### config.mk
export PLATFORM = sky130hd
export DESIGN_NAME = fsk_modem_tone_control
export DESIGN_NICKNAME = d
export VERILOG_FILES = /design/src/core/fsk_tone_pkg.sv /design/src/core/byte_stream_if.sv /design/src/core/stream_fifo.sv /design/src/core/tone_synth.sv /design/src/core/fsk_modem_tone_control.sv
export SDC_FILE = /design/constraint.sdc
export NUM_CORES = 1
export LEC_CHECK = 0
export BUFFER_PORTS_ARGS = -buffer_cell sky130_fd_sc_hd__buf_2
export CORE_MARGIN = 2
export CORE_UTILIZATION = 55
export DETAILED_ROUTE_END_ITERATION = 10
export PLACE_DENSITY = 0.75
export SYNTH_ARGS = -nofsm -noshare
export SYNTH_HDL_FRONTEND = slang
export SYNTH_SLANG_ARGS = --single-unit
### constraint.sdc
create_clock -name mclk -period 12.75 [get_ports mclk]
set_clock_uncertainty 0.15 [all_clocks]
set_input_delay 2.55 -clock mclk [delete_from_list [all_inputs] [get_ports mclk]]
set_output_delay 2.55 -clock mclk [all_outputs]
set_load 0.01 [all_outputs]
### src/core/fsk_tone_pkg.sv
// Shared constants for the FSK modem tone and demodulator control block
package fsk_tone_pkg;

   // ****************************************
   // Clock and reference timing
   // ****************************************
   localparam int unsigned MCLK_HZ     = 200_000_000;
   localparam int unsigned REF_HZ      = 1_000_000;
   localparam int unsigned REF_DIV     = MCLK_HZ / REF_HZ;
   localparam int unsigned PHASE_BITS  = 24;

   // Phase step per reference tick for a tone in Hz
   function automatic logic [PHASE_BITS-1:0] tone_inc(input longint unsigned f_hz);
      return PHASE_BITS'((f_hz * (64'd1 << PHASE_BITS) + REF_HZ / 2) / REF_HZ);
   endfunction

   // ****************************************
   // Tone frequencies
   // ****************************************
   localparam longint unsigned F_US_ORIG_MARK_HZ  = 1270;
   localparam longint unsigned F_US_ORIG_SPACE_HZ = 1070;
   localparam longint unsigned F_US_ANS_MARK_HZ   = 2225;
   localparam longint unsigned F_US_ANS_SPACE_HZ  = 2025;
   localparam longint unsigned F_INT_CH1_MARK_HZ  = 980;
   localparam longint unsigned F_INT_CH1_SPACE_HZ = 1180;
   localparam longint unsigned F_INT_CH2_MARK_HZ  = 1650;
   localparam longint unsigned F_INT_CH2_SPACE_HZ = 1850;
   localparam longint unsigned F_ECHO_OFF_HZ      = 2100;

   // Receive decision: pair midpoint period in mclk cycles
   localparam logic [19:0] THR_US_ORIG  = 20'(MCLK_HZ / ((F_US_ORIG_MARK_HZ + F_US_ORIG_SPACE_HZ) / 2));
   localparam logic [19:0] THR_US_ANS   = 20'(MCLK_HZ / ((F_US_ANS_MARK_HZ + F_US_ANS_SPACE_HZ) / 2));
   localparam logic [19:0] THR_INT_CH1  = 20'(MCLK_HZ / ((F_INT_CH1_MARK_HZ + F_INT_CH1_SPACE_HZ) / 2));
   localparam logic [19:0] THR_INT_CH2  = 20'(MCLK_HZ / ((F_INT_CH2_MARK_HZ + F_INT_CH2_SPACE_HZ) / 2));

   // Agreeing periods needed per receive rate
   localparam logic [1:0] AGREE_300 = 2'h3;
   localparam logic [1:0] AGREE_600 = 2'h2;

   // ****************************************
   // Register map
   // ****************************************
   localparam logic [7:0] OFS_CTRL   = 8'h00;
   localparam logic [7:0] OFS_STATUS = 8'h04;
   localparam logic [7:0] OFS_TXDATA = 8'h08;
   localparam logic [7:0] OFS_BITDIV = 8'h0c;

   localparam int unsigned CTRL_STANDARD_US = 0;
   localparam int unsigned CTRL_ORIGINATE   = 1;
   localparam int unsigned CTRL_ECHO_OFF    = 2;
   localparam int unsigned CTRL_TX_ENABLE   = 3;
   localparam int unsigned CTRL_RATE_300    = 4;
   localparam int unsigned CTRL_LOOPBACK    = 5;
   localparam int unsigned CTRL_DEMOD_OFF   = 6;
   localparam logic [6:0]  CTRL_RESET       = 7'h13;

   localparam logic [15:0] BITDIV_RESET = 16'h0d05;   // 3333 ticks, 300 bit/s

   localparam logic [1:0] RESP_OKAY   = 2'h0;
   localparam logic [1:0] RESP_SLVERR = 2'h2;
   localparam logic [7:0] SINE_MID    = 8'h80;

endpackage

### src/core/byte_stream_if.sv
// Valid/ready stream carrier between the modem's own modules
`timescale 1ns/100ps
`default_nettype none
interface byte_stream_if #(parameter int unsigned WIDTH = 8);
   logic             valid;
   logic             ready;
   logic [WIDTH-1:0] data;

   modport src (output valid, output data, input ready);
   modport snk (input valid, input data, output ready);
endinterface
`default_nettype wire

### src/core/stream_fifo.sv
// Flip-flop FIFO with valid/ready on both sides
`timescale 1ns/100ps
`default_nettype none
module stream_fifo #(
   parameter int unsigned WIDTH = 8,
   parameter int unsigned DEPTH = 8
) (
   input  wire logic      mclk,
   input  wire logic      sys_rst,
   byte_stream_if.snk     fill,
   byte_stream_if.src     drain
);
   localparam int unsigned AW = $clog2(DEPTH);

   if (DEPTH < 2 || (1 << AW) != DEPTH) begin : g_bad_depth
      $error("stream_fifo depth must be a power of two, at least 2");
   end
   if ($bits(fill.data) != WIDTH) begin : g_bad_width
      $error("stream_fifo width does not match its stream");
   end

   logic [WIDTH-1:0] mem [DEPTH];
   logic [AW:0]      wr_ptr;
   logic [AW:0]      rd_ptr;
   logic [AW:0]      next_wr_ptr;
   logic [AW:0]      next_rd_ptr;
   logic             full;
   logic             empty;

   // Honest full and empty from the wrap bit
   assign full        = (wr_ptr[AW] != rd_ptr[AW]) && (wr_ptr[AW-1:0] == rd_ptr[AW-1:0]);
   assign empty       = (wr_ptr == rd_ptr);
   assign fill.ready  = !full;
   assign drain.valid = !empty;
   assign drain.data  = mem[rd_ptr[AW-1:0]];

   // Pointer advance on each accepted beat
   always_comb begin
      next_wr_ptr = wr_ptr + ((fill.valid && !full) ? 1'b1 : 1'b0);
      next_rd_ptr = rd_ptr + ((drain.ready && !empty) ? 1'b1 : 1'b0);
   end

   always_ff @(posedge mclk or posedge sys_rst) begin
      if (sys_rst) begin
         wr_ptr <= '0;
         rd_ptr <= '0;
      end else begin
         wr_ptr <= next_wr_ptr;
         rd_ptr <= next_rd_ptr;
      end
   end

   // Storage written on accept
   always_ff @(posedge mclk) begin
      if (fill.valid && !full) begin
         mem[wr_ptr[AW-1:0]] <= fill.data;
      end
   end
endmodule // stream_fifo
`default_nettype wire

### src/core/tone_synth.sv
// Phase-accumulator sine synthesiser stepped by the reference tick
`timescale 1ns/100ps
`default_nettype none
module tone_synth (
   input  wire logic                              mclk,
   input  wire logic                              sys_rst,
   input  wire logic                              ref_tick,
   input  wire logic [fsk_tone_pkg::PHASE_BITS-1:0] step,
   input  wire logic                              enable,
   output logic      [7:0]                        sample,
   output logic                                   square
);
   // One full sine period, offset binary
   localparam logic [7:0] SINE [32] = '{
      8'h80, 8'h99, 8'hb1, 8'hc7, 8'hda, 8'hea, 8'hf5, 8'hfd,
      8'hff, 8'hfd, 8'hf5, 8'hea, 8'hda, 8'hc7, 8'hb1, 8'h99,
      8'h80, 8'h67, 8'h4f, 8'h39, 8'h26, 8'h16, 8'h0b, 8'h03,
      8'h01, 8'h03, 8'h0b, 8'h16, 8'h26, 8'h39, 8'h4f, 8'h67};
   localparam int unsigned PB = fsk_tone_pkg::PHASE_BITS;

   logic [PB-1:0] phase;
   logic [PB-1:0] next_phase;
   logic [7:0]    next_sample;

   // Step never resets phase, so tone changes stay continuous
   always_comb begin
      next_phase  = ref_tick ? phase + step : phase;
      next_sample = enable ? SINE[phase[PB-1 -: 5]] : fsk_tone_pkg::SINE_MID;
   end

   always_ff @(posedge mclk or posedge sys_rst) begin
      if (sys_rst) begin
         phase  <= '0;
         sample <= fsk_tone_pkg::SINE_MID;
         square <= 1'b0;
      end else begin
         phase  <= next_phase;
         sample <= next_sample;
         square <= phase[PB-1];
      end
   end
endmodule // tone_synth
`default_nettype wire

### src/core/fsk_modem_tone_control.sv
// FSK modem tone selection, transmit serialiser, demodulator and register slave
//
// The register offsets and the AXI4-Lite register port are this design's own decisions.
`timescale 1ns/100ps
`default_nettype none
module fsk_modem_tone_control #(
   parameter int unsigned FIFO_DEPTH = 8
) (
   input  wire logic        mclk,
   input  wire logic        sys_rst,
   input  wire logic [7:0]  s_axi_awaddr,
   input  wire logic        s_axi_awvalid,
   output logic             s_axi_awready,
   input  wire logic [31:0] s_axi_wdata,
   input  wire logic [3:0]  s_axi_wstrb,
   input  wire logic        s_axi_wvalid,
   output logic             s_axi_wready,
   output logic [1:0]       s_axi_bresp,
   output logic             s_axi_bvalid,
   input  wire logic        s_axi_bready,
   input  wire logic [7:0]  s_axi_araddr,
   input  wire logic        s_axi_arvalid,
   output logic             s_axi_arready,
   output logic [31:0]      s_axi_rdata,
   output logic [1:0]       s_axi_rresp,
   output logic             s_axi_rvalid,
   input  wire logic        s_axi_rready,
   input  wire logic        rx_carrier,
   output logic [7:0]       tx_carrier,
   output logic             rx_data
);
   if (FIFO_DEPTH < 2) begin : g_bad_depth
      $error("FIFO_DEPTH must be at least 2");
   end

   // ****************************************
   // Declarations
   // ****************************************
   logic [7:0]  ref_cnt;
   logic [7:0]  next_ref_cnt;
   logic        ref_tick;
   logic        aw_held;
   logic        w_held;
   logic [7:0]  aw_addr;
   logic [31:0] w_data;
   logic [3:0]  w_strb;
   logic        next_aw_held;
   logic        next_w_held;
   logic [7:0]  next_aw_addr;
   logic [31:0] next_w_data;
   logic [3:0]  next_w_strb;
   logic        next_bvalid;
   logic [1:0]  next_bresp;
   logic        next_rvalid;
   logic [31:0] next_rdata;
   logic [1:0]  next_rresp;
   logic [6:0]  ctrl;
   logic [6:0]  next_ctrl;
   logic [15:0] bitdiv;
   logic [15:0] next_bitdiv;
   logic        wr_both;
   logic        wr_go;
   logic        wr_map;
   logic        rd_map;
   logic        standard_us;
   logic        originate;
   logic        echo_disable;
   logic        tx_enable;
   logic        rx_rate_300;
   logic        loopback_test;
   logic        demod_disable;
   logic [7:0]  tx_shift;
   logic [2:0]  tx_bitno;
   logic        tx_busy;
   logic [15:0] tx_timer;
   logic [7:0]  next_tx_shift;
   logic [2:0]  next_tx_bitno;
   logic        next_tx_busy;
   logic [15:0] next_tx_timer;
   logic        tx_bit;
   logic [23:0] tone_step;
   logic        tx_square;
   logic [1:0]  tx_pair;
   logic [1:0]  rx_pair;
   logic [19:0] rx_thr;
   logic        rx_sync1;
   logic        rx_sync2;
   logic        rx_prev;
   logic        rx_in;
   logic [19:0] per_cnt;
   logic        last_high;
   logic [1:0]  agree;
   logic [19:0] next_per_cnt;
   logic        next_last_high;
   logic [1:0]  next_agree;
   logic        next_rx_data;
   logic        rx_edge;
   logic        is_high;

   byte_stream_if #(.WIDTH(8)) push_s ();
   byte_stream_if #(.WIDTH(8)) pop_s ();

   assign standard_us   = ctrl[fsk_tone_pkg::CTRL_STANDARD_US];
   assign originate     = ctrl[fsk_tone_pkg::CTRL_ORIGINATE];
   assign echo_disable  = ctrl[fsk_tone_pkg::CTRL_ECHO_OFF];
   assign tx_enable     = ctrl[fsk_tone_pkg::CTRL_TX_ENABLE];
   assign rx_rate_300   = ctrl[fsk_tone_pkg::CTRL_RATE_300];
   assign loopback_test = ctrl[fsk_tone_pkg::CTRL_LOOPBACK];
   assign demod_disable = ctrl[fsk_tone_pkg::CTRL_DEMOD_OFF];

   // ****************************************
   // Reference tick divider
   // ****************************************
   // One-cycle tick at the 1 MHz reference rate
   always_comb begin
      ref_tick     = (ref_cnt == 8'(fsk_tone_pkg::REF_DIV - 1));
      next_ref_cnt = ref_tick ? 8'h00 : ref_cnt + 8'h01;
   end

   always_ff @(posedge mclk or posedge sys_rst) begin
      if (sys_rst) begin
         ref_cnt <= 8'h00;
      end else begin
         ref_cnt <= next_ref_cnt;
      end
   end

   // ****************************************
   // Register slave
   // ****************************************
   assign s_axi_awready = !aw_held && !s_axi_bvalid;
   assign s_axi_wready  = !w_held && !s_axi_bvalid;
   assign s_axi_arready = !s_axi_rvalid;
   assign wr_both       = aw_held && w_held && !s_axi_bvalid;
   assign wr_map        = (aw_addr == fsk_tone_pkg::OFS_CTRL) || (aw_addr == fsk_tone_pkg::OFS_STATUS)
                          || (aw_addr == fsk_tone_pkg::OFS_TXDATA) || (aw_addr == fsk_tone_pkg::OFS_BITDIV);
   assign rd_map        = (s_axi_araddr == fsk_tone_pkg::OFS_CTRL)
                          || (s_axi_araddr == fsk_tone_pkg::OFS_STATUS)
                          || (s_axi_araddr == fsk_tone_pkg::OFS_TXDATA)
                          || (s_axi_araddr == fsk_tone_pkg::OFS_BITDIV);
   // Data writes wait for room in the FIFO
   assign push_s.valid  = wr_both && (aw_addr == fsk_tone_pkg::OFS_TXDATA) && w_strb[0];
   assign push_s.data   = w_data[7:0];
   assign wr_go         = wr_both && (!push_s.valid || push_s.ready);

   // Next values of the bus channels and the writable registers
   always_comb begin
      next_aw_held = aw_held;
      next_w_held  = w_held;
      next_aw_addr = aw_addr;
      next_w_data  = w_data;
      next_w_strb  = w_strb;
      next_bvalid  = s_axi_bvalid && !s_axi_bready;
      next_bresp   = s_axi_bresp;
      next_rvalid  = s_axi_rvalid && !s_axi_rready;
      next_rdata   = s_axi_rdata;
      next_rresp   = s_axi_rresp;
      next_ctrl    = ctrl;
      next_bitdiv  = bitdiv;
      if (s_axi_awvalid && s_axi_awready) begin
         next_aw_held = 1'b1;
         next_aw_addr = {s_axi_awaddr[7:2], 2'b00};
      end
      if (s_axi_wvalid && s_axi_wready) begin
         next_w_held = 1'b1;
         next_w_data = s_axi_wdata;
         next_w_strb = s_axi_wstrb;
      end
      if (wr_go) begin
         next_aw_held = 1'b0;
         next_w_held  = 1'b0;
         next_bvalid  = 1'b1;
         next_bresp   = wr_map ? fsk_tone_pkg::RESP_OKAY : fsk_tone_pkg::RESP_SLVERR;
         if (aw_addr == fsk_tone_pkg::OFS_CTRL && w_strb[0]) begin
            next_ctrl = w_data[6:0];
         end
         if (aw_addr == fsk_tone_pkg::OFS_BITDIV) begin
            if (w_strb[0]) begin
               next_bitdiv[7:0] = w_data[7:0];
            end
            if (w_strb[1]) begin
               next_bitdiv[15:8] = w_data[15:8];
            end
         end
      end
      if (s_axi_arvalid && s_axi_arready) begin
         next_rvalid = 1'b1;
         next_rresp  = rd_map ? fsk_tone_pkg::RESP_OKAY : fsk_tone_pkg::RESP_SLVERR;
         unique case ({s_axi_araddr[7:2], 2'b00})
            fsk_tone_pkg::OFS_CTRL:   next_rdata = {25'h0, ctrl};
            fsk_tone_pkg::OFS_STATUS: next_rdata = {27'h0, !push_s.ready, !pop_s.valid,
                                                    tx_busy, tx_bit, rx_data};
            fsk_tone_pkg::OFS_BITDIV: next_rdata = {16'h0, bitdiv};
            default:                  next_rdata = 32'h0;
         endcase
      end
   end

   always_ff @(posedge mclk or posedge sys_rst) begin
      if (sys_rst) begin
         aw_held      <= 1'b0;
         w_held       <= 1'b0;
         aw_addr      <= 8'h00;
         w_data       <= 32'h0;
         w_strb       <= 4'h0;
         s_axi_bvalid <= 1'b0;
         s_axi_bresp  <= fsk_tone_pkg::RESP_OKAY;
         s_axi_rvalid <= 1'b0;
         s_axi_rdata  <= 32'h0;
         s_axi_rresp  <= fsk_tone_pkg::RESP_OKAY;
         ctrl         <= fsk_tone_pkg::CTRL_RESET;
         bitdiv       <= fsk_tone_pkg::BITDIV_RESET;
      end else begin
         aw_held      <= next_aw_held;
         w_held       <= next_w_held;
         aw_addr      <= next_aw_addr;
         w_data       <= next_w_data;
         w_strb       <= next_w_strb;
         s_axi_bvalid <= next_bvalid;
         s_axi_bresp  <= next_bresp;
         s_axi_rvalid <= next_rvalid;
         s_axi_rdata  <= next_rdata;
         s_axi_rresp  <= next_rresp;
         ctrl         <= next_ctrl;
         bitdiv       <= next_bitdiv;
      end
   end

   // ****************************************
   // Transmit byte buffer and serialiser
   // ****************************************
   stream_fifo #(.WIDTH(8), .DEPTH(FIFO_DEPTH)) u_tx_fifo (
      .mclk    (mclk),
      .sys_rst (sys_rst),
      .fill    (push_s),
      .drain   (pop_s)
   );

   assign pop_s.ready = !tx_busy;
   // Idle line sends mark
   assign tx_bit      = tx_busy ? tx_shift[0] : 1'b1;

   // LSB first, one bit per bitdiv reference ticks
   always_comb begin
      next_tx_shift = tx_shift;
      next_tx_bitno = tx_bitno;
      next_tx_busy  = tx_busy;
      next_tx_timer = tx_timer;
      if (!tx_busy) begin
         if (pop_s.valid) begin
            next_tx_shift = pop_s.data;
            next_tx_bitno = 3'h0;
            next_tx_busy  = 1'b1;
            next_tx_timer = 16'h0;
         end
      end else if (ref_tick) begin
         if (tx_timer + 16'h1 >= bitdiv) begin
            next_tx_timer = 16'h0;
            next_tx_shift = {1'b1, tx_shift[7:1]};
            next_tx_bitno = tx_bitno + 3'h1;
            next_tx_busy  = (tx_bitno != 3'h7);
         end else begin
            next_tx_timer = tx_timer + 16'h1;
         end
      end
   end

   always_ff @(posedge mclk or posedge sys_rst) begin
      if (sys_rst) begin
         tx_shift <= 8'hff;
         tx_bitno <= 3'h0;
         tx_busy  <= 1'b0;
         tx_timer <= 16'h0;
      end else begin
         tx_shift <= next_tx_shift;
         tx_bitno <= next_tx_bitno;
         tx_busy  <= next_tx_busy;
         tx_timer <= next_tx_timer;
      end
   end

   // ****************************************
   // Tone selection
   // ****************************************
   // Pair index: bit1 international, bit0 answer or channel 2
   assign tx_pair = {!standard_us, !originate};
   always_comb begin
      if (echo_disable && !standard_us && !originate && tx_bit) begin
         tone_step = fsk_tone_pkg::tone_inc(fsk_tone_pkg::F_ECHO_OFF_HZ);
      end else begin
         unique case ({tx_pair, tx_bit})
            3'b001:  tone_step = fsk_tone_pkg::tone_inc(fsk_tone_pkg::F_US_ORIG_MARK_HZ);
            3'b000:  tone_step = fsk_tone_pkg::tone_inc(fsk_tone_pkg::F_US_ORIG_SPACE_HZ);
            3'b011:  tone_step = fsk_tone_pkg::tone_inc(fsk_tone_pkg::F_US_ANS_MARK_HZ);
            3'b010:  tone_step = fsk_tone_pkg::tone_inc(fsk_tone_pkg::F_US_ANS_SPACE_HZ);
            3'b101:  tone_step = fsk_tone_pkg::tone_inc(fsk_tone_pkg::F_INT_CH1_MARK_HZ);
            3'b100:  tone_step = fsk_tone_pkg::tone_inc(fsk_tone_pkg::F_INT_CH1_SPACE_HZ);
            3'b111:  tone_step = fsk_tone_pkg::tone_inc(fsk_tone_pkg::F_INT_CH2_MARK_HZ);
            default: tone_step = fsk_tone_pkg::tone_inc(fsk_tone_pkg::F_INT_CH2_SPACE_HZ);
         endcase
      end
   end

   tone_synth u_synth (
      .mclk     (mclk),
      .sys_rst  (sys_rst),
      .ref_tick (ref_tick),
      .step     (tone_step),
      .enable   (tx_enable),
      .sample   (tx_carrier),
      .square   (tx_square)
   );

   // ****************************************
   // Demodulator
   // ****************************************
   // Remote pair normally, own pair under self-test
   assign rx_pair = loopback_test ? tx_pair : {tx_pair[1], !tx_pair[0]};
   always_comb begin
      unique case (rx_pair)
         2'b00:   rx_thr = fsk_tone_pkg::THR_US_ORIG;
         2'b01:   rx_thr = fsk_tone_pkg::THR_US_ANS;
         2'b10:   rx_thr = fsk_tone_pkg::THR_INT_CH1;
         default: rx_thr = fsk_tone_pkg::THR_INT_CH2;
      endcase
   end

   // Two-stage synchroniser on the carrier pin
   always_ff @(posedge mclk or posedge sys_rst) begin
      if (sys_rst) begin
         rx_sync1 <= 1'b0;
         rx_sync2 <= 1'b0;
      end else begin
         rx_sync1 <= rx_carrier;
         rx_sync2 <= rx_sync1;
      end
   end

   assign rx_in   = loopback_test ? tx_square : rx_sync2;
   assign rx_edge = rx_in && !rx_prev;
   assign is_high = (per_cnt < rx_thr);

   // Period measured rising edge to rising edge, decision after agreement
   always_comb begin
      next_per_cnt   = (per_cnt == 20'hfffff) ? per_cnt : per_cnt + 20'h1;
      next_last_high = last_high;
      next_agree     = agree;
      next_rx_data   = rx_data;
      if (demod_disable) begin
         next_per_cnt = 20'h0;
         next_agree   = 2'h0;
      end else if (rx_edge) begin
         next_per_cnt   = 20'h0;
         next_last_high = is_high;
         next_agree     = (is_high != last_high) ? 2'h1
                        : (agree == 2'h3) ? agree : agree + 2'h1;
         if (next_agree >= (rx_rate_300 ? fsk_tone_pkg::AGREE_300
                                        : fsk_tone_pkg::AGREE_600)) begin
            // US mark is the higher tone, international mark the lower
            next_rx_data = standard_us ? is_high : !is_high;
         end
      end
   end

   always_ff @(posedge mclk or posedge sys_rst) begin
      if (sys_rst) begin
         rx_prev   <= 1'b0;
         per_cnt   <= 20'h0;
         last_high <= 1'b0;
         agree     <= 2'h0;
         rx_data   <= 1'b1;
      end else begin
         rx_prev   <= rx_in;
         per_cnt   <= next_per_cnt;
         last_high <= next_last_high;
         agree     <= next_agree;
         rx_data   <= next_rx_data;
      end
   end
endmodule // fsk_modem_tone_control
`default_nettype wire

======== After elaboration in Yosys (flattened, before gate mapping) ========
Memories as Yosys holds them, arrays and structs flattened.
Index checks and enable logic that the tools add are counted.
operators by class
  $lt $le $gt $ge ......................... 4
  eq/ne operators ......................... 28
  multiplexer cells ....................... 48
  reduce and logical (&&, ||, !) cells .... 56
  bitwise logic cells ..................... 2
  add/sub/neg operators ................... 8
operator list
  operator                                                          number
  16-bit case mux with 7 select lines                               1
  16-bit 2-to-1 mux                                                 5
  8-bit 2-to-1 mux                                                  8
  20-bit 2-to-1 mux                                                 3
  18-bit case mux with 3 select lines                               1
  16-bit case mux with 3 select lines                               1
  24-bit by 16-bit adder with 24-bit output                         1
  20-bit by 1-bit adder with 20-bit output (second input constant)  1
  20-bit == test (second input constant)                            1
  1-bit logical AND                                                 20
  20-bit < comparator                                               1
  1-bit 2-to-1 mux                                                  19
  6-bit by 2-bit == test with 1-bit output (second input constant)  3
  16-bit by 1-bit adder with 16-bit output (second input constant)  1
  8-bit by 4-bit == test with 1-bit output (second input constant)  2
  16-bit >= comparator                                              1
  8-bit zero test                                                   2
  1-bit zero test                                                   14
  6-bit by 1-bit == test with 1-bit output (second input constant)  2
  2-bit 2-to-1 mux                                                  6
  3-bit 2-to-1 mux                                                  4
  3-bit AND reduction                                               4
  3-bit == test (second input constant)                             3
  4-bit adder                                                       2
  25 further kinds                                                  40
word-level totals
  bits of input ports ..................... 60
  register bits ........................... 191
  output and inout bits ................... 50
  memories kept ........................... 2
  logic and storage cells ................. 178
  memory bits (read-only) ................. 256
  RAM bits ................................ 64
memories
  memory           words  width  rd ports  clocked after Yosys merged registers in  write ports  RTL line           source
  (no name shown)  32     8      1         0                                        0            tone_synth.sv:28   next_sample = enable ? SINE[phase[PB-1 -: 5]] : fsk_tone_pkg::SINE_MID;
  u_tx_fifo.mem    8      8      1         0                                        1            stream_fifo.sv:22  logic [WIDTH-1:0] mem [DEPTH];

======== Longest topological paths before layout ========
Gate-level depths: netlist (run 1).
  depth in word-level cells ............... 9
  mapped depth ............................ 19
  mapped depth without buffers ............ 18

======== Modules after synthesis ========
From an unflattened synthesis (run 1), not the netlist that was laid out.
unflattened totals
  cells, all modules ...................... 1142
  area total of the unflattened synthesis .. 12923.6 µm²
modules (own cells, without submodules)
  module                  times used  seq. area each (µm²)  cells each  area an instance (µm²)
  fsk_modem_tone_control  1           3324.4                699         7224.4
  stream_fifo             1           2122.0                134         2934.1
  tone_synth              1           827.0                 309         2765.2

======== Least setup slack after synthesis (run 1) ========
OpenSTA, ideal clock, no wires.
  kind .................................... register -> register
  from .................................... reg ctrl[1]
  to ...................................... reg rx_data
  period minus slack after synthesis ...... 4.017 ns
  path buffers ............................ 1
  required time ........................... 12.511 ns
  data arrival time ....................... 3.778 ns
  cell stages (with the launch flop) ...... 18
  setup slack ............................. 8.733 ns
  cell sequence ........................... dfstp_2 -> clkbuf_1 -> xor2_1 -> inv_1 -> ha_1 -> ha_1 -> o21ai_0 -> o21ai_0 -> a31oi_1 -> o31a_2 -> o21a_4 -> xor2_2 -> nor3b_1 -> ha_1 -> o221a_2 -> o21bai_1 -> o22ai_1 -> a211oi_1
between the ends
  word-level cells in the longest chain between the ends .. 9
  elaborated cells on any way between the ends .. 13
RTL lines
  what                                         RTL line                       source
  start: declaration                           fsk_modem_tone_control.sv:57   logic [6:0] ctrl;
  start signal: assignment                     fsk_modem_tone_control.sv:211  ctrl <= fsk_tone_pkg::CTRL_RESET;
  start signal: assignment                     fsk_modem_tone_control.sv:224  ctrl <= next_ctrl;
  1-bit zero test                              fsk_modem_tone_control.sv:286  assign tx_pair = {!standard_us, !originate};
  1-bit 2-to-1 mux (*)                         fsk_modem_tone_control.sv:318  assign rx_pair = loopback_test ? tx_pair : {tx_pair[1], !tx_pair[0]};
  2-bit == test, or another cell as far along  fsk_modem_tone_control.sv:320  unique case (rx_pair)
  18-bit case mux with 3 select lines (*)      fsk_modem_tone_control.sv:320
  20-bit < comparator (*)                      fsk_modem_tone_control.sv:341  assign is_high = (per_cnt < rx_thr);
  1-bit inequality test                        fsk_modem_tone_control.sv:355  next_agree = (is_high != last_high) ? 2'h1
  2-bit 2-to-1 mux                             fsk_modem_tone_control.sv:355
  2-bit >= comparator                          fsk_modem_tone_control.sv:357  if (next_agree >= (rx_rate_300 ? fsk_tone_pkg::AGREE_300
  3-bit AND reduction (no source line)         -
  end signal: assignment                       fsk_modem_tone_control.sv:377  rx_data <= next_rx_data;
  end: declaration                             fsk_modem_tone_control.sv:30   output logic rx_data
Every way passes the cells marked *; elsewhere a longest branch is shown, timed or not.
A chain may end at the register's enable or synchronous reset.

======== Final worst setup path (run 1) ========
Ends and elaborated chain as after synthesis.

==> impl_metrics.env, run 1 <==
export IMPL_clk_pin_slew_ns=0.07
export IMPL_syn_avg_cell_area_um2=11.3
export IMPL_nets=1277
export IMPL_grt_overflow=0
export IMPL_worst_endpoint_required_ns=13.04
export IMPL_reg2reg_to="rx_data"
export IMPL_drtAntennaViolNets=0
export IMPL_r2r_slack_ns=8.43
export IMPL_drt_total_wl_um=24900
export IMPL_cts_setup_buffers=0
export IMPL_irDropWorstVdd_uv=112
export IMPL_globalRoute_busiestLayer="met2"
export IMPL_die_height_um=153
export IMPL_syn_inst=1087
export IMPL_n_antenna_cell=0
export IMPL_cts_sinks=237
export IMPL_hold_worst_slack_ns=0.202
export IMPL_drc=0
export IMPL_grt_setup_unrepaired="no"
export IMPL_synth_area_mm2=0.0123
export IMPL_grtUsageTotal_pct=21.5
export IMPL_worstSetupStartpoint="ctrl[1]"
export IMPL_clk_latency_ns=0.54
export IMPL_hold_viol=0
export IMPL_layout_drive_gt1_share_pct=18.9
export IMPL_worstSetupEndpointType="flop"
export IMPL_wl_per_cell_um=17.2
export IMPL_io_buffers=71
export IMPL_cts_inserted_buffers=25
export IMPL_status="finished clean"
export IMPL_fin_setup_tns_ns=0
export IMPL_first_global_vias=8203
export IMPL_clockBufferDepth=3
export IMPL_cts_resized=0
export IMPL_grt_pass1_wl_um=41700
export IMPL_die_w_um=153
export IMPL_synthArstFlopShare_pct=73.0
export IMPL_area_growth_pct=10.5
export IMPL_antenna_found_initial=0
export IMPL_die_area_mm2=0.0235
export IMPL_arrival_ns=4.61
export IMPL_synth_edf_count=64
export IMPL_reg2regPathDepth=16
export IMPL_critPathLaunchType="flop"
export IMPL_fp_row_count=54
export IMPL_grt_use_met2_pct=35.3
export IMPL_htreeDepth=1
export IMPL_drv_cap=0
export IMPL_p_leak_nw=5.97
export IMPL_cts_hold_fix_buffers=0
export IMPL_synth_seq_cells=237
export IMPL_grt_start_max_net_pins=62
export IMPL_worst_slack_ns=8.43
export IMPL_core_area_mm2=0.0219
export IMPL_setup_viol=0
export IMPL_vias_per_cell=5.69
export IMPL_ys_flop_type="dfrtp_1"
export IMPL_drt_iter0_markers=525
export IMPL_filler_cell_count=1802
export IMPL_io_pins=110
export IMPL_relSlewSlack_pct=17.3
export IMPL_max_freq_mhz=231
export IMPL_dp_slack_ns=8.48
export IMPL_tightest_slew_ns=1.24
export IMPL_critPathKind="flop to flop"
export IMPL_synth_warnings=0
export IMPL_r2r_start="ctrl[1]"
export IMPL_dpl_hpwl_um=17300
export IMPL_fin_crit_sh_pct=33.9
export IMPL_vias=8249
export IMPL_root_buffer="clkbuf_16"
export IMPL_drt_first_pass_iters=5
export IMPL_synth_cell_types=77
export IMPL_cp_max_fo=11
export IMPL_slew_violations=0
export IMPL_worstHoldPathType="flop to flop"
export IMPL_synth_seq_area_share_pct=51.1
export IMPL_grt_util_met1_pct=30.7
export IMPL_fin_crit_ns=4.32
export IMPL_gp_congestion=0.824
export IMPL_start_util_pct=56.1
export IMPL_cp_endpoint="rx_data"
export IMPL_gr_usage_met3_pct=3.49
export IMPL_p_per_area_mw_per_mm2=173
export IMPL_tritoncts="done"
-- layout by cell type, fill, tap and decap left out, drive strengths merged, types with 6 or more instances in the layout --
cell / n
nor2b: 11
nor4: 6
nor3: 21
and2: 8
conb: 18
nor2: 67
o21ai: 73
o21a: 9
mux4: 16
mux2: 56
mux2i: 16
inv: 54
clkbuf: 38
a21oi: 55
dfstp: 18
nand2b: 13
nand2: 82
a31oi: 17
buf: 77
and3: 15
a21o: 11
nand4: 8
or3: 9
dfrtp: 155
xnor2: 36
a211oi: 11
edfxtp: 64
nand3: 27
a22o: 16
ha: 66
xor2: 27
or2: 6
-- how the worst min path moves through the flow --
| stage | from | to | slack, ns | cells after the start |
|---|---|---|---|---|
| final | rx_sync1 | rx_sync2 | 0.20 | 0 |
| after global routing | rx_sync1 | rx_sync2 | 0.21 | 0 |
| after global placement | rx_sync1 | rx_sync2 | 0.18 | 0 |
| after CTS | rx_sync1 | rx_sync2 | 0.20 | 0 |
| after floorplan | rx_sync1 | rx_sync2 | 0.18 | 0 |
| after detailed placement | rx_sync1 | rx_sync2 | 0.19 | 0 |
-- cell families after synthesis --
group	count (synthesis)	synth area share [%]
other	1	0.0305
adders and majority gates	67	6.89
xor gates and xnor gates	63	4.55
muxes	88	9.37
AOI/OAI and AO/OA	232	12.3
buffers and inverters	110	4.05
and+or+nand+nor	289	11.8
DFF	237	51.1
-- area by class of cell --
cell class | count | area, µm² | area share [%]
repair buffers | 77 | 400 | 2.95
multi-input cells | 757 | 5580 | 41.1
inverters | 52 | 200 | 1.47
flip-flops and latches | 237 | 6270 | 46.2
clock inverters | 8 | 81.3 | 0.599
clock buffers | 38 | 694 | 5.11
well taps | 280 | 350 | 2.58
-- registers in the layout, summed over array words and instances (netlist names), 6 cells and up --
| signal | count |
|---|---|
| s_axi_rdata | 16 |
| tx_timer | 16 |
| u_tx_fifo.mem | 64 |
| ref_cnt | 8 |
| ctrl | 7 |
| per_cnt | 20 |
| aw_addr | 6 |
| bitdiv | 16 |
| tx_shift | 8 |
| w_data | 16 |
| u_synth.sample | 8 |
| u_synth.phase | 24 |
-- stage by stage --
step / util, % / power, mW / area, µm² / cells
2_1_floorplan: - / 1.50 / 12300 / 1104
3_3_place_gp: 58.5 / 1.64 / 12800 / 1403
3_5_place_dp: 58.5 / 1.66 / 12800 / 1403
4_1_cts: 62.0 / 2.36 / 13600 / 1449
5_1_grt: 62.0 / 2.48 / 13600 / 1449
6_report: 62.0 / 2.34 / 13600 / 1449
-- metal layers --
layer	vias to the layer above	part of all wire, %
met5	-	0
met4	0	1.8
met3	34	4.6
met2	168	48
met1	4006	45
li1	4041	-
-- where the power goes --
group / internal, mW / switching [mW] / leakage [nW]
Clock: 0.398 / 0.297 / 0.379
Combinational: 0.281 / 0.322 / 2.78
Sequential: 0.919 / 0.127 / 2.81
-- Yosys cell counts, drive strengths merged (17+ instances only) --
master  number  area share, %
ha          66            6.7
buf         29            1.6
a21oi       55            2.3
nor2        67            2.0
o21ai       73            3.0
xor2        27            2.0
dfstp       18            3.9
mux2        56            5.1
clkbuf      29           0.91
nor3        21           0.90
edfxtp      64             16
xnor2       36            2.6
dfrtp      155             32
inv         52            1.6
a31oi       17           0.87
nand2       82            2.5
nand3       27            1.1
-- worst max-delay path: stages (launching register included) --
cell and delay, ns:
dfstp_2 0.66, xor2_1 0.38, inv_1 0.15, ha_1 0.25
ha_1 0.27, o21ai_0 0.06, o21ai_0 0.21, a31oi_1 0.13
o31a_2 0.40, o21a_4 0.24, xor2_2 0.16, nor3b_1 0.19
ha_1 0.26, o221a_2 0.26, o21bai_1 0.12, o22ai_1 0.08
a211oi_1 0.24
Note: power is estimated with default switching activity, not from simulation.
==> run 2, diff against run 1 <==
Settings changed: ABC_AREA set to 1, PLACE_DENSITY 0.75 to 0.74.
Clock period 12.75 ns to 4 ns, I/O delays scaled along.
==> impl_metrics.env, run 2 <==
export IMPL_worst_endpoint_required_ns=4.31
export IMPL_cts_sinks=237
export IMPL_critPathLaunchType="flop"
export IMPL_drtAntennaViolNets=0
export IMPL_fin_setup_tns_ns=0
export IMPL_vias_per_cell=5.45
export IMPL_grt_setup_unrepaired="no"
export IMPL_worstHoldPathType="flop to flop"
export IMPL_syn_inst=1412
export IMPL_root_buffer="clkbuf_16"
export IMPL_grt_start_max_net_pins=174
export IMPL_die_height_um=155
export IMPL_die_area_mm2=0.0240
export IMPL_yosysMostFrequentCell="nand2_1"
export IMPL_layout_drive_gt1_share_pct=14.4
export IMPL_drt_first_pass_iters=6
export IMPL_cts_hold_fix_buffers=0
export IMPL_clk_latency_ns=0.54
export IMPL_cts_resized=0
export IMPL_cts_inserted_buffers=25
export IMPL_synth_top_area_share_pct=30.9
export IMPL_p_per_area_mw_per_mm2=585
export IMPL_synth_seq_area_share_pct=50.0
export IMPL_wl_per_cell_um=15.1
export IMPL_tritoncts="done"
export IMPL_synthTopCellsByArea="dfrtp_1 31%, edfxtp_1 15%, nand2_1 8.4%, ha_1 6.6%, inv_1 4.5%"
export IMPL_drt_total_wl_um=27200
export IMPL_synth_seq_cells=237
export IMPL_grt_pass1_wl_um=45500
export IMPL_synth_top_area_cell="dfrtp_1"
export IMPL_cts_setup_buffers=0
export IMPL_hold_viol=0
export IMPL_die_w_um=155
export IMPL_p_leak_nw=6.51
export IMPL_irDropWorstVdd_uv=367
export IMPL_worst_slack_ns=0.440
export IMPL_max_freq_mhz=281
export IMPL_layout_commonest_cell="nand2_1"
export IMPL_grtUsageTotal_pct=23.0
export IMPL_tightest_slew_ns=1.23
export IMPL_area_growth_pct=11.6
export IMPL_clockBufferDepth=3
export IMPL_io_buffers=71
export IMPL_arrival_ns=3.87
export IMPL_relSlewSlack_pct=17.9
export IMPL_slew_violations=0
export IMPL_htreeDepth=1
export IMPL_antenna_found_initial=0
export IMPL_fin_crit_ns=3.56
export IMPL_core_area_mm2=0.0225
export IMPL_setup_viol=0
export IMPL_cp_max_fo=22
export IMPL_synth_area_mm2=0.0125
export IMPL_drv_cap=0
export IMPL_fin_crit_sh_pct=89.0
export IMPL_n_antenna_cell=0
export IMPL_crit_path_cell_trace="ha_1 -> nand3_1 -> nor3_1 -> nor4b_2 -> xnor2_1 -> inv_1 -> ha_1 -> nand2_1 -> inv_1 -> nand3_1 -> inv_1 -> a21oi_1 -> nand3_1 -> o21ai_4 -> buf_4 -> nand2_1 -> o21ai_2"
export IMPL_synth_cell_types=64
export IMPL_largest_reg_flops=64
export IMPL_nets=1621
export IMPL_vias=9793
export IMPL_yosys_top_cells_count="280 x nand2_1, 155 x dfrtp_1, 151 x inv_1"
export IMPL_drt_iter0_markers=642
export IMPL_worstSetupEndpointType="flop"
export IMPL_crit_path_top_delay_cell="dfrtp_1"
export IMPL_layout_common_cells="280 x nand2_1, 155 x dfrtp_1, 150 x inv_1, 134 x nor2_1, 104 x o21ai_0"
export IMPL_ys_flop_type="dfrtp_1"
export IMPL_hold_start="rx_sync1"
export IMPL_clk_pin_slew_ns=0.06
export IMPL_io_pins=110
export IMPL_r2r_start="tx_timer[0]"
export IMPL_status="finished clean"
export IMPL_critPathKind="flop to flop"
export IMPL_dpl_hpwl_um=18900
export IMPL_fp_row_count=55
export IMPL_synth_edf_count=64
export IMPL_syn_avg_cell_area_um2=8.88
export IMPL_slowest_delay_ns=0.42
export IMPL_synthArstFlopShare_pct=73.0
export IMPL_start_util_pct=55.7
export IMPL_grt_overflow=0
export IMPL_dp_slack_ns=0.419
export IMPL_place_area_mm2=0.0132
export IMPL_first_global_vias=9346
export IMPL_gp_congestion=0.905
export IMPL_stdcell_area_mm2=0.0140
export IMPL_synth_warnings=0
export IMPL_worstSetupStartpoint="tx_timer[0]"
export IMPL_drc=0
[run 2: area by class of cell]
cell class,count,area [µm²]
fill,1894,8510
sequential,237,6270
multi-input combinational,977,5410
clock buffer,27,643
inverter,165,624
timing repair buffer,88,495
tap,285,357
clock inverter,19,188
[run 2: kinds of logic after synthesis]
group | share of synthesized area (%)
AO/OA/AOI/OAI | 12.5
XOR/XNOR | 2.31
adder cells (fa/ha/maj) | 6.75
buffers and inverters | 7.33
flip-flops | 50.0
multiplexers | 0.888
other | 0.0299
AND/OR/NAND/NOR | 20.2
[run 2: final timing paths]
kind | to | slack [ns] | cells after the start
worst max-delay path | tx_bitno[1] | 0.44 | 17
worst min-delay path | rx_sync2 | 0.21 | 0
worst max register to register | tx_bitno[1] | 0.44 | 17
max in group asynchronous | per_cnt[18] | 2.64 | 3
min in group asynchronous | w_data[11] | 0.35 | 3
worst min register to register | rx_sync2 | 0.21 | 0
[run 2: stage by stage]
step	util, %	power, mW	hold slack, ns	std cells
finish	62.2	8.18	0.208	1798
floorplan	-	5.20	0.181	1429
global route	62.2	8.76	0.208	1798
detailed placement	58.5	5.88	0.187	1752
CTS	62.2	8.24	0.204	1798
global placement	58.5	5.78	0.190	1752
[run 2: worst max-delay path, delay by kind of cell, from the launching register on]
kind / cells / cell delay, ns
AO/OA/AOI/OAI: 3 / 0.54
adder cells (fa/ha/maj): 2 / 0.49
buffers and inverters: 4 / 0.47
flip-flops: 1 / 0.42
XOR/XNOR: 1 / 0.19
AND/OR/NAND/NOR: 7 / 1.23
[run 2: per-layer routing]
layer | part of all wire [%] | global-route usage (%)
met1 | 46 | 31.9
met2 | 47 | 38.6
met3 | 4.7 | 2.95
met4 | 2.0 | 6.13
met5 | 0 | 0
[run 2: report_power, final]
| part | switching, mW | internal, mW | leakage, nW | total, mW |
|---|---|---|---|---|
| clock network | 0.967 | 1.36 | 0.401 | 2.33 |
| registers | 0.398 | 2.97 | 2.79 | 3.36 |
| logic | 1.63 | 0.861 | 3.32 | 2.49 |
| total | 2.99 | 5.19 | 6.51 | 8.18 |
==> run 3, diff against run 2 <==
Settings changed: CORE_MARGIN 2 to not set.
==> impl_metrics.env, run 3 (synthesized netlist as in run 2, its figures left out) <==
export IMPL_layout_commonest_cell="nand2_1"
export IMPL_max_freq_mhz=284
export IMPL_drt_iter0_markers=633
export IMPL_io_buffers=71
export IMPL_drt_total_wl_um=27700
export IMPL_clockBufferDepth=3
export IMPL_hold_viol=0
export IMPL_irDropWorstVdd_uv=412
export IMPL_grt_start_max_net_pins=54
export IMPL_area_growth_pct=12.4
export IMPL_die_height_um=153
export IMPL_grt_pass1_wl_um=46000
export IMPL_ff_latch_area_mm2=0.00627
export IMPL_multi_input_area_mm2=0.00541
export IMPL_die_w_um=153
export IMPL_tightest_slew_ns=1.11
export IMPL_cts_inserted_buffers=26
export IMPL_vias=9806
export IMPL_worstHoldPathType="primary input to flop"
export IMPL_grtUsageTotal_pct=24.2
export IMPL_drt_first_pass_iters=5
export IMPL_clk_pin_slew_ns=0.06
export IMPL_slowest_delay_ns=0.43
export IMPL_worst_endpoint_required_ns=4.30
export IMPL_crit_path_cell_trace="ha_1 -> nand3_1 -> nor3_1 -> nor4b_2 -> xnor2_1 -> inv_1 -> ha_1 -> nand2_1 -> inv_1 -> nand3_1 -> inv_1 -> a21oi_1 -> nand3_1 -> o21ai_4 -> buf_4 -> nand2_1 -> o21ai_1"
export IMPL_setup_viol=0
export IMPL_layout_common_cells="280 x nand2_1, 155 x dfrtp_1, 150 x inv_1, 134 x nor2_1, 104 x o21ai_0"
export IMPL_cp_max_fo=22
export IMPL_root_buffer="clkbuf_16"
export IMPL_first_global_vias=9348
export IMPL_io_pins=110
export IMPL_filler_cell_count=1798
export IMPL_die_area_mm2=0.0234
export IMPL_status="finished clean"
export IMPL_nets=1629
export IMPL_worstSetupEndpointType="flop"
export IMPL_fin_crit_ns=3.52
export IMPL_relSlewSlack_pct=26.0
export IMPL_dpl_hpwl_um=19500
export IMPL_crit_path_top_delay_cell="dfrtp_1"
export IMPL_drc=0
export IMPL_grt_setup_unrepaired="no"
export IMPL_fin_setup_tns_ns=0
export IMPL_htreeDepth=1
export IMPL_antenna_found_initial=3
export IMPL_clk_latency_ns=0.52
export IMPL_final_util_pct=63.8
export IMPL_gp_congestion=0.886
export IMPL_drv_cap=0
export IMPL_fp_row_count=54
export IMPL_largest_reg_flops=64
export IMPL_grt_overflow=0
export IMPL_fin_crit_sh_pct=88.0
export IMPL_start_util_pct=56.7
export IMPL_tritoncts="done"
export IMPL_p_leak_nw=6.57
export IMPL_cts_sinks=237
export IMPL_core_area_mm2=0.0221
export IMPL_layout_drive_gt1_share_pct=14.9
export IMPL_vias_per_cell=5.43
export IMPL_critPathLaunchType="flop"
export IMPL_cts_hold_fix_buffers=0
export IMPL_reg2regPathDepth=17
export IMPL_r2r_slack_ns=0.48
export IMPL_wl_per_cell_um=15.4
export IMPL_whs_path_depth=1
export IMPL_arrival_ns=3.82
export IMPL_drtAntennaViolNets=0
export IMPL_p_per_area_mw_per_mm2=588
export IMPL_critPathKind="flop to flop"
export IMPL_slew_violations=0
-- run 3: timing repair --
action	in CTS	in global routing
endpoints found under the hold margin	0	0
endpoints found under the setup margin	0	10
setup buffers	0	0
resized for setup	0	1
-- run 3: routing by layer --
layer / vias up / wire length [µm] / global-route usage, %
met3: 54 / 1050 / 3.09
met2: 243 / 13400 / 40.5
li1: 4881 / - / -
met1: 4628 / 12500 / 32.9
met5: - / 0 / 0
met4: 0 / 728 / 7.46
-- run 3: power breakdown --
| part | total (mW) | switching [mW] | internal, mW |
|---|---|---|---|
| registers | 3.33 | 0.365 | 2.97 |
| clock network | 2.42 | 0.967 | 1.46 |
| logic | 2.53 | 1.66 | 0.875 |
-- run 3: final timing paths --
kind,from,endpoint
max reg2reg,tx_timer[0],tx_shift[6]
min in group asynchronous,sys_rst,w_data[15]
max in group asynchronous,sys_rst,tx_shift[6]
max,tx_timer[0],tx_shift[6]
min reg2reg,rx_sync1,rx_sync2
min,rx_carrier,rx_sync1
-- run 3: final cells by class --
class,instances,share of cell area (%)
multi-input combinational,977,38.4
sequential,237,44.5
inverter,165,4.43
antenna,3,0.0533
clock inverter,12,0.843
timing repair buffer,95,3.89
tap,280,2.49
clock buffer,36,5.39
-- run 3: metrics by stage --
step	total power, mW	worst slack [ns]	hold WS, ns	instance area [µm²]	std cells
global route	8.84	0.0855	0.219	14100	1805
finish	8.29	0.481	0.232	14100	1805
detailed placement	5.89	0.408	0.237	13200	1754
global placement	5.79	0.477	0.236	13200	1754
floorplan	5.20	0.854	0.181	12600	1429
CTS	8.34	0.385	0.215	14100	1802
-- run 3: critical path: cells and delay by family, from the launching register on --
kind | cells | cell delay, ns
AO/OA/AOI/OAI | 3 | 0.58
XOR/XNOR | 1 | 0.18
adder cells (fa/ha/maj) | 2 | 0.48
buffers and inverters | 4 | 0.45
flip-flops | 1 | 0.43
AND/OR/NAND/NOR | 7 | 1.17
